--- src/verilog/dcfd_consts.vh ---
// Constants for the dual channel fault diagnosis block
`ifndef DCFD_CONSTS_VH
`define DCFD_CONSTS_VH
// ---------------------------------------------------------------
// Timing
// ---------------------------------------------------------------
`define DCFD_CLK_PERIOD_NS   25
`define DCFD_T_FAULT_MIN_NS  50000
`define DCFD_T_OFF1_MAX_NS   50000
`define DCFD_T_OFF2_MAX_NS   150000
// Least time rounds up, longest time rounds down
`define DCFD_FAULT_CYC ((`DCFD_T_FAULT_MIN_NS + `DCFD_CLK_PERIOD_NS - 1) / `DCFD_CLK_PERIOD_NS)
`define DCFD_OFF1_CYC  (`DCFD_T_OFF1_MAX_NS / `DCFD_CLK_PERIOD_NS)
`define DCFD_OFF2_CYC  (`DCFD_T_OFF2_MAX_NS / `DCFD_CLK_PERIOD_NS)
// ---------------------------------------------------------------
// Diagnosis codes, MSB then LSB
// ---------------------------------------------------------------
`define DCFD_CODE_NORMAL  2'h3
`define DCFD_CODE_SG_LOW  2'h0
`define DCFD_CODE_LOAD    2'h1
`define DCFD_CODE_PROTECT 2'h2
// ---------------------------------------------------------------
// Sense selection
// ---------------------------------------------------------------
`define DCFD_SENSE_CH1 2'h0
`define DCFD_SENSE_CH2 2'h1
`define DCFD_SENSE_SUM 2'h2
`define DCFD_SENSE_OFF 2'h3
`endif

--- src/verilog/dcfd_diag.v ---
// Two-channel fault diagnosis, status pins, latched flags and sense select
// Notes on behaviour
// - Per channel, overload and overtemperature flags merge into one protect flag.
// - Per channel, open load, under current and short to ground flags kept separate.
// - Faults except overtemperature count only after persisting past the filter time.
// - With no recognised fault, the status pin follows the control input.
// - With a recognised fault, status shows inverted input; no latching except the overload shutdown latch in latch mode.
// - Recognised faults are latched for serial and fault pin reporting.
// - Latched flags clear on chip select rising after a successful transfer.
// - Two-bit code per channel; fault output low on any latched fault.
// - Current limit mode keeps output on, reports overload after filter time.
// - Latch mode turns output off after slew-dependent delay; short overloads ignored.
// - Overtemp auto-restart: output off, flag set immediately, restart on cooling.
// - Overtemp latch mode: output off until a falling control input edge.
// - Sense sink enabled when selected, tracking the chosen channel.
// - Sense may track the sum of both channels.
// - Latch mode overload flag clears only if input is low at chip select rise.
`timescale 1ns/100ps
`default_nettype none
`include "dcfd_consts.vh"
module dcfd_diag #(
   parameter CNT_W     = 13,
   parameter FAULT_CYC = `DCFD_FAULT_CYC,
   parameter OFF1_CYC  = `DCFD_OFF1_CYC,
   parameter OFF2_CYC  = `DCFD_OFF2_CYC
) (
   // Clock and reset
   input  wire       clk_sys,
   input  wire       reset_n,
   // Channel control inputs (pins)
   input  wire [1:0] ctrl_in,
   // Raw fault comparators per channel (asynchronous)
   input  wire [1:0] cond_short_gnd,
   input  wire [1:0] cond_open_load,
   input  wire [1:0] cond_under_cur,
   input  wire [1:0] cond_overload,
   input  wire [1:0] cond_overtemp,
   // Serial port framing pins
   input  wire       cs_n,
   input  wire       sclk,
   // Configuration
   input  wire       ovl_latch_mode,
   input  wire       ot_latch_mode,
   input  wire       slew_rate2,
   input  wire       sense_en,
   input  wire [1:0] sense_sel,
   // Power stage and pins
   output reg  [1:0] gate_on_reg,
   output reg  [1:0] channel_status_pin_reg,
   output reg        fault_n_reg,
   // Latched diagnosis
   output reg  [3:0] diag_code_reg,
   output reg  [1:0] overtemp_flag_reg,
   output reg  [1:0] protect_diag_flag_reg,
   output reg  [1:0] open_load_flag_reg,
   output reg  [1:0] under_current_flag_reg,
   output reg  [1:0] short_gnd_flag_reg,
   output reg  [1:0] overload_flag_reg,
   // Current sense
   output reg        sense_sink_en_reg,
   output reg  [1:0] sense_route_reg
);
   // ---------------------------------------------------------------
   // Input synchronisers
   // ---------------------------------------------------------------
   // Unfiltered control, fault and select effects lag their pin by three edges: two sync flops and the output flop
   // Select, clock and every comparator but overtemperature share one stage, so their relative order is kept
   reg [11:0] meta_reg;
   reg [11:0] sync_reg;
   reg [1:0]  in_d_reg;
   reg        cs_d_reg;
   reg        sclk_d_reg;
   // Named slices of the synchronised pin word
   wire [1:0] in_s  = sync_reg[1:0];
   wire [1:0] sg_s  = sync_reg[3:2];
   wire [1:0] ol_s  = sync_reg[5:4];
   wire [1:0] uc_s  = sync_reg[7:6];
   wire [1:0] ovl_s = sync_reg[9:8];
   wire       cs_s  = sync_reg[11];
   reg  [1:0] ot_sync_reg;
   reg  [1:0] ot_meta_reg;

   // Two flops on every fault, control and framing pin before logic reads it; sense and configuration pins are read directly
   always @(posedge clk_sys) begin
      if (!reset_n) begin
         meta_reg    <= 12'h800;
         sync_reg    <= 12'h800;
         ot_meta_reg <= 2'h0;
         ot_sync_reg <= 2'h0;
         in_d_reg    <= 2'h0;
         cs_d_reg    <= 1'b1;
         sclk_d_reg  <= 1'b0;
      end else begin
         meta_reg    <= {cs_n, sclk, cond_overload, cond_under_cur, cond_open_load, cond_short_gnd, ctrl_in};
         sync_reg    <= meta_reg;
         ot_meta_reg <= cond_overtemp;
         ot_sync_reg <= ot_meta_reg;
         in_d_reg    <= in_s;
         cs_d_reg    <= cs_s;
         sclk_d_reg  <= sync_reg[10];
      end
   end

   // ---------------------------------------------------------------
   // Serial transfer framing
   // ---------------------------------------------------------------
   // Edges are found on synchronised copies; serial clock high and low times
   // must each span at least two system clocks or a clock edge is lost
   reg  [2:0] bit_cnt_reg;
   reg        any_clk_reg;
   wire       cs_fall = cs_d_reg & ~cs_s;
   wire       cs_rise = ~cs_d_reg & cs_s;
   wire       sclk_rise = ~sclk_d_reg & sync_reg[10];
   // Whole multiple of eight clocks, at least one byte
   wire       xfer_ok = cs_rise & any_clk_reg & (bit_cnt_reg == 3'h0);

   // Count serial clocks modulo eight inside a frame
   always @(posedge clk_sys) begin
      if (!reset_n || cs_fall) begin
         bit_cnt_reg <= 3'h0;
         any_clk_reg <= 1'b0;
      end else if (!cs_s && sclk_rise) begin
         bit_cnt_reg <= bit_cnt_reg + 3'h1;
         any_clk_reg <= 1'b1;
      end
   end

   // ---------------------------------------------------------------
   // Filters
   // ---------------------------------------------------------------
   // One counter per filtered condition and channel, two for overload; a drop of the condition restarts it
   // The switch-off limit follows the slew setting live, so change it only while idle
   wire [CNT_W-1:0] fault_lim = FAULT_CYC[CNT_W-1:0];
   wire [CNT_W-1:0] off_lim   = slew_rate2 ? OFF2_CYC[CNT_W-1:0] : OFF1_CYC[CNT_W-1:0];
   wire [1:0] sg_live;
   wire [1:0] ol_live;
   wire [1:0] uc_live;
   wire [1:0] ovl_filt;
   wire [1:0] ovl_trip;

   genvar n;
   generate
      for (n = 0; n < 2; n = n + 1) begin : g_ch
         // Short to ground, filtered
         dcfd_filter #(
            .CNT_W    (CNT_W)
         ) u_sg (
            .clk_sys  (clk_sys),
            .reset_n  (reset_n),
            .cond     (sg_s[n]),
            .limit    (fault_lim),
            .flag_reg (sg_live[n])
         );
         // Open load only judged with the channel off
         dcfd_filter #(
            .CNT_W    (CNT_W)
         ) u_ol (
            .clk_sys  (clk_sys),
            .reset_n  (reset_n),
            .cond     (ol_s[n] & ~in_s[n]),
            .limit    (fault_lim),
            .flag_reg (ol_live[n])
         );
         // Under current only judged with the channel on
         dcfd_filter #(
            .CNT_W    (CNT_W)
         ) u_uc (
            .clk_sys  (clk_sys),
            .reset_n  (reset_n),
            .cond     (uc_s[n] & in_s[n]),
            .limit    (fault_lim),
            .flag_reg (uc_live[n])
         );
         // Overload in current-limit mode
         dcfd_filter #(
            .CNT_W    (CNT_W)
         ) u_ovl (
            .clk_sys  (clk_sys),
            .reset_n  (reset_n),
            .cond     (ovl_s[n] & in_s[n]),
            .limit    (fault_lim),
            .flag_reg (ovl_filt[n])
         );
         // Overload switch-off delay in latching mode
         dcfd_filter #(
            .CNT_W    (CNT_W)
         ) u_off (
            .clk_sys  (clk_sys),
            .reset_n  (reset_n),
            .cond     (ovl_s[n] & in_s[n] & ovl_latch_mode),
            .limit    (off_lim),
            .flag_reg (ovl_trip[n])
         );
      end
   endgenerate

   // ---------------------------------------------------------------
   // Shutdown latches
   // ---------------------------------------------------------------
   reg  [1:0] ovl_off_reg;
   reg  [1:0] ot_off_reg;
   // Falling edge of the synchronised control input releases both latches
   wire [1:0] in_fall = in_d_reg & ~in_s;

   // Latches release only when the channel is switched off by its input or when their latch mode is cleared
   always @(posedge clk_sys) begin
      if (!reset_n) begin
         ovl_off_reg <= 2'h0;
         ot_off_reg  <= 2'h0;
      end else begin
         ovl_off_reg <= ovl_trip | (ovl_off_reg & ~in_fall & {2{ovl_latch_mode}});
         ot_off_reg  <= (ot_sync_reg | (ot_off_reg & ~in_fall)) & {2{ot_latch_mode}};
      end
   end

   // ---------------------------------------------------------------
   // Live fault view
   // ---------------------------------------------------------------
   // In latching mode the overload view is the shutdown latch, not the live filter
   wire [1:0] ovl_live   = ovl_latch_mode ? ovl_off_reg : ovl_filt;
   // Overtemperature bypasses filtering
   wire [1:0] fault_live = sg_live | ol_live | uc_live | ovl_live | ot_sync_reg;
   wire [1:0] gate_next  = in_s & ~ovl_off_reg & ~ot_sync_reg & ~ot_off_reg;

   // ---------------------------------------------------------------
   // Latched diagnosis flags
   // ---------------------------------------------------------------
   // A clear and a new event in one cycle keep the flag: the event wins
   wire [1:0] clr_all = {2{xfer_ok}};
   // Latched-mode flags survive a clear while the input is still high
   wire [1:0] clr_ovl = clr_all & (~in_s | {2{~ovl_latch_mode}});
   wire [1:0] clr_ot  = clr_all & (~in_s | {2{~ot_latch_mode}});
   wire [1:0] sg_l_next  = sg_live  | (short_gnd_flag_reg     & ~clr_all);
   wire [1:0] ol_l_next  = ol_live  | (open_load_flag_reg     & ~clr_all);
   wire [1:0] uc_l_next  = uc_live  | (under_current_flag_reg & ~clr_all);
   wire [1:0] ovl_l_next = ovl_live | (overload_flag_reg      & ~clr_ovl);
   wire [1:0] ot_l_next  = ot_sync_reg | (overtemp_flag_reg   & ~clr_ot);
   wire [1:0] prot_next  = ovl_l_next | ot_l_next;

   // Diagnosis code per channel, protective faults first
   function [1:0] code_of;
      input prot;
      input sg;
      input load;
      input in_lvl;
      begin
         if (prot)
            code_of = `DCFD_CODE_PROTECT;
         else if (sg && !in_lvl)
            code_of = `DCFD_CODE_SG_LOW;
         else if (sg || load)
            code_of = `DCFD_CODE_LOAD;
         else
            code_of = `DCFD_CODE_NORMAL;
      end
   endfunction

   // Register flags, codes and pin drives; set always beats clear
   always @(posedge clk_sys) begin
      if (!reset_n) begin
         gate_on_reg            <= 2'h0;
         channel_status_pin_reg <= 2'h0;
         fault_n_reg            <= 1'b1;
         diag_code_reg          <= {`DCFD_CODE_NORMAL, `DCFD_CODE_NORMAL};
         overtemp_flag_reg      <= 2'h0;
         protect_diag_flag_reg  <= 2'h0;
         open_load_flag_reg     <= 2'h0;
         under_current_flag_reg <= 2'h0;
         short_gnd_flag_reg     <= 2'h0;
         overload_flag_reg      <= 2'h0;
      end else begin
         gate_on_reg            <= gate_next;
         channel_status_pin_reg <= in_s ^ fault_live;
         short_gnd_flag_reg     <= sg_l_next;
         open_load_flag_reg     <= ol_l_next;
         under_current_flag_reg <= uc_l_next;
         overload_flag_reg      <= ovl_l_next;
         overtemp_flag_reg      <= ot_l_next;
         protect_diag_flag_reg  <= prot_next;
         fault_n_reg            <= ~|(sg_l_next | ol_l_next | uc_l_next | prot_next);
         diag_code_reg[1:0]     <= code_of(prot_next[0], sg_l_next[0], ol_l_next[0] | uc_l_next[0], in_s[0]);
         diag_code_reg[3:2]     <= code_of(prot_next[1], sg_l_next[1], ol_l_next[1] | uc_l_next[1], in_s[1]);
      end
   end

   // ---------------------------------------------------------------
   // Current sense selection
   // ---------------------------------------------------------------
   // Selection 3 parks the sink; any other value routes one channel or the sum
   // The analog sink follows these controls; host waits settle time after a change
   always @(posedge clk_sys) begin
      if (!reset_n) begin
         sense_sink_en_reg <= 1'b0;
         sense_route_reg   <= `DCFD_SENSE_OFF;
      end else begin
         sense_sink_en_reg <= sense_en && (sense_sel != `DCFD_SENSE_OFF);
         sense_route_reg   <= sense_en ? sense_sel : `DCFD_SENSE_OFF;
      end
   end
endmodule // dcfd_diag
`default_nettype wire

--- src/verilog/dcfd_filter.v ---
// Persistence filter: flags a condition that has held for a set count
`timescale 1ns/100ps
`default_nettype none
module dcfd_filter #(
   parameter CNT_W = 13
) (
   // Clock and reset
   input  wire             clk_sys,
   input  wire             reset_n,
   // Condition and limit
   input  wire             cond,
   input  wire [CNT_W-1:0] limit,
   // Qualified flag
   output reg              flag_reg
);
   reg [CNT_W-1:0] cnt_reg;

   // Count while the condition holds; any drop restarts, so glitches never qualify
   always @(posedge clk_sys) begin
      if (!reset_n) begin
         cnt_reg  <= {CNT_W{1'b0}};
         flag_reg <= 1'b0;
      end else if (!cond) begin
         cnt_reg  <= {CNT_W{1'b0}};
         flag_reg <= 1'b0;
      end else begin
         if (cnt_reg != limit)
            cnt_reg <= cnt_reg + {{(CNT_W-1){1'b0}}, 1'b1};
         flag_reg <= (cnt_reg == limit);
      end
   end
endmodule // dcfd_filter
`default_nettype wire
--- config.mk ---
export PLATFORM = sky130hd
export DESIGN_NAME = dcfd_diag
export DESIGN_NICKNAME = d
export VERILOG_FILES = /design/src/verilog/dcfd_diag.v /design/src/verilog/dcfd_filter.v
export VERILOG_INCLUDE_DIRS = /design/src /design/src/verilog
export SDC_FILE = /design/constraint.sdc
export NUM_CORES = 1
export LEC_CHECK = 0
export BUFFER_PORTS_ARGS = -buffer_cell sky130_fd_sc_hd__buf_4
export CORE_MARGIN = 1.5
export CORE_UTILIZATION = 35
export DETAILED_ROUTE_END_ITERATION = 6
export GPL_ROUTABILITY_DRIVEN = 0
export MAX_ROUTING_LAYER = met4
export PLACE_DENSITY_LB_ADDON = 0.15
export SETUP_SLACK_MARGIN = 0.1
export SYNTH_ARGS = -nofsm -noshare
export SYNTH_HDL_FRONTEND = slang
export SYNTH_SLANG_ARGS = --single-unit
--- constraint.sdc ---
create_clock -name clk_sys -period 2 [get_ports clk_sys]
set_input_delay 0.1 -clock clk_sys [delete_from_list [all_inputs] [get_ports clk_sys]]
set_output_delay 0.1 -clock clk_sys [all_outputs]
set_load 0.03 [all_outputs]
==> impl_metrics.py <==
metrics = {
    "clocking": {
        "cts_tree": "done",
        "clock-sinks": 204,
        "cts_buffers": 24,
        "clkLatencyLatePin_ns": 0.51,
        "htree_levels": 1,
        "clkTransAtPathRegs_ns": 0.06,
        "clock_path_buffers": 3,
        "cts_setup_buffers": 0,
        "cts_root_buf": "clkbuf_16",
    },
    "die": {
        "initial_core_util_pct": 35.75,
        "io_pins": 46,
        "chipHeight_um": 158.1,
        "rows": 56,
        "dieArea_um2": 24990,
        "core_area_um2": 23540,
        "die_w_um": 158.1,
    },
    "synth": {
        "synth-seq-area-share_pct": 48.52,
        "syn_area_per_cell_um2": 9.021,
        "syn-num-nets": 977,
        "synth_seq_cells": 204,
        "ys.flop_type": "dfxtp_1",
        "synth.top_cells.by_area": "dfxtp_1 49%, xnor2_1 5.3%, nor2_1 5.0%",
        "async_flop_share_pct": 0,
        "synth_top_area_cell": "dfxtp_1",
        "ys_warn_count": 0,
        "syn_inst": 933,
        "synth_edf_count": 0,
        "synth.top_cell.area_share_pct": 48.52,
        "synth_cell_type_count": 41,
        "netlist_area_um2": 8417,
    },
    "global_routing": {
        "grt-ovfl-total": 0,
        "grt_pass1_vias": 5989,
        "grt_max_degree": 33,
        "grt_pass1_wl_mm": 28.68,
        "antenna_found_initial": 0,
        "gr-usage-all-layers_pct": 14.26,
    },
    "drt": {
        "drtPass1Iterations": 5,
        "routed-via-count": 6356,
        "drt_iter0_drc": 295,
        "vias_per_cell": 4.680,
        "postRouteAntennaNets": 0,
        "post-route-drc-count": 0,
        "wl_mm": 16.84,
        "routedWlPerCell_um": 12.40,
    },
    "timing": {
        "skew_ns": 0.01186,
        "relSlewSlack_pct": 61.07,
        "worst_slew_pin_slew_ns": 0.5822,
        "slew_violations": 0,
        "max_freq_mhz": 548.9,
        "finalHoldViolations": 0,
        "fin_crit_ns": 1.822,
        "finalSetupViolCount": 0,
        "post-route-period-util_pct": 91.09,
        "rsz0062_at_grt": "yes",
        "finalSetupTns_ns": 0,
    },
    "setup_path": {
        "crit_cells": 6,
        "path_class": "flip-flop to flip-flop",
        "critPathSlowestCell": "or4_4",
        "crit_fanout": 5,
        "path_buf_inv": 1,
        "critPathMaxStageDelay_ns": 0.48,
        "crit_family": "simple AND/OR/NAND/NOR gates",
        "cp.required_ns": 2.38,
        "worstPathCellList": "inv_1, ha_1, or4b_1, or4_4, mux2i_1, nor2_1",
        "crit_path_end_kind": "flip-flop",
        "cp-start-kind": "flip-flop",
        "ff2ff_path_depth": 6,
        "cp.arrival_ns": 2.20,
    },
    "placement": {
        "portBuffers": 45,
        "dp_hpwl_mm": 11.62,
    },
    "finish": {
        "fill_cells": 2364,
        "drive_gt1_share_pct": 12.22,
        "finish.utilization_pct": 43.58,
        "antenna_cells": 0,
        "syn_to_final_growth_pct": 21.90,
        "fin_nets": 1066,
    },
    "power_and_ir_drop": {
        "p_per_area_nw_per_um2": 849.4,
        "peakVddDrop_uv": 467.0,
        "p_leak_nw": 3.527,
    },
    "worst_hold_path": {
        "hold-path-cell-count": 4,
        "hold_path_class": "primary input to flip-flop",
    },
    "outcome": {
        "run_status": "completed",
    },
    "job": {
        "drv_cap": 0,
    },
}
cell families after synthesis:
group	Yosys count	share of synthesized area [%]
XOR/XNOR	82	8.533
flip-flops	204	48.52
AND/OR/NAND/NOR	421	27.04
AO/OA/AOI/OAI	113	7.596
adder cells (fa/ha/maj)	22	3.270
buffers and inverters	79	3.612
multiplexers	12	1.427
power by group:
part	leakage [nW]	internal [mW]	switching (mW)
clock network	0.392	2.66	1.64
logic	1.48	0.128	0.134
registers	1.65	4.12	0.0295
synth_stat cells, types with 8 or more instances:
cell type  instances
dfxtp_1          204
nor2_1           111
a21oi_1           61
inv_1             53
nand2_1           53
xnor2_1           51
nand3_1           40
o21ai_0           38
and2_1            37
or3_1             34
xor2_1            31
nor4_1            27
ha_1              22
clkbuf_1          20
nor3_1            19
nand4_1           15
nand3b_1          14
nand2b_1          13
mux2i_1           12
or4_1             12
and3_1             8
worst paths after layout:
check	end	startpoint	slack, ns
hold / removal	g_ch[1].u_off.flag_reg	slew_rate2	0.09
setup / recovery	g_ch[1].u_ol.cnt_reg[1]	g_ch[1].u_ol.cnt_reg[0]	0.18
hold reg to reg	gate_on_reg[1]	ot_off_reg[1]	0.42
setup reg to reg	g_ch[1].u_ol.cnt_reg[1]	g_ch[1].u_ol.cnt_reg[0]	0.18
placed cells by master, fill, tap and decap left out, types with 27 or more instances in the layout:
| master | instances |
|---|---|
| xnor2_1 | 50 |
| and2_1 | 37 |
| o21ai_0 | 38 |
| nor4_1 | 27 |
| a21oi_1 | 61 |
| nand3_1 | 40 |
| buf_4 | 68 |
| inv_1 | 53 |
| nand2_1 | 53 |
| or3_1 | 34 |
| xor2_1 | 31 |
| dfxtp_1 | 203 |
| nor2_1 | 111 |
final cells by class:
cell class | instances | area [um^2] | share of cell area, %
flip-flops and latches | 204 | 4085 | 39.82
multi-input cells | 650 | 4059 | 39.56
clock buffers | 38 | 744.5 | 7.256
repair buffers | 89 | 720.7 | 7.024
well taps | 319 | 399.1 | 3.890
inverters | 53 | 198.9 | 1.939
clock inverters | 5 | 52.55 | 0.5122
worst min-delay path, cell delays in order:
cell,delay (ns)
buf_4,0.11
or4b_4,0.13
a2111oi_4,0.08
nor2b_1,0.12
through the flow:
stage          setup WS, ns  instances  area [um^2]  power [mW]  hold slack, ns
2_1_floorplan        0.1788        933         8417       4.361          0.2015
3_3_place_gp        0.09697       1294         9221       4.467          0.2890
3_5_place_dp        0.04694       1294         9221       4.468          0.2928
4_1_cts             0.08977       1358        10250       8.868         0.07610
5_1_grt             0.07356       1358        10260       9.053         0.09519
6_report             0.1783       1358        10260       8.714         0.09143
what timing repair did:
item                       CTS  global route
gates resized for setup      5             3
pin swaps                    0             6
hold buffers                21             0
setup endpoints to repair   15            19
hold endpoints to repair    29             0
metal layers:
layer  vias to the layer above  wire (um)  global-route usage [%]
met3                        34        636                   2.628
met4                         0        445                   4.628
met1                      2856       8495                   18.88
met5                         -          0                       -
met2                        91       7265                   21.99
li1                       3375          -                       -
Note: power is estimated with default switching activity, not from simulation.
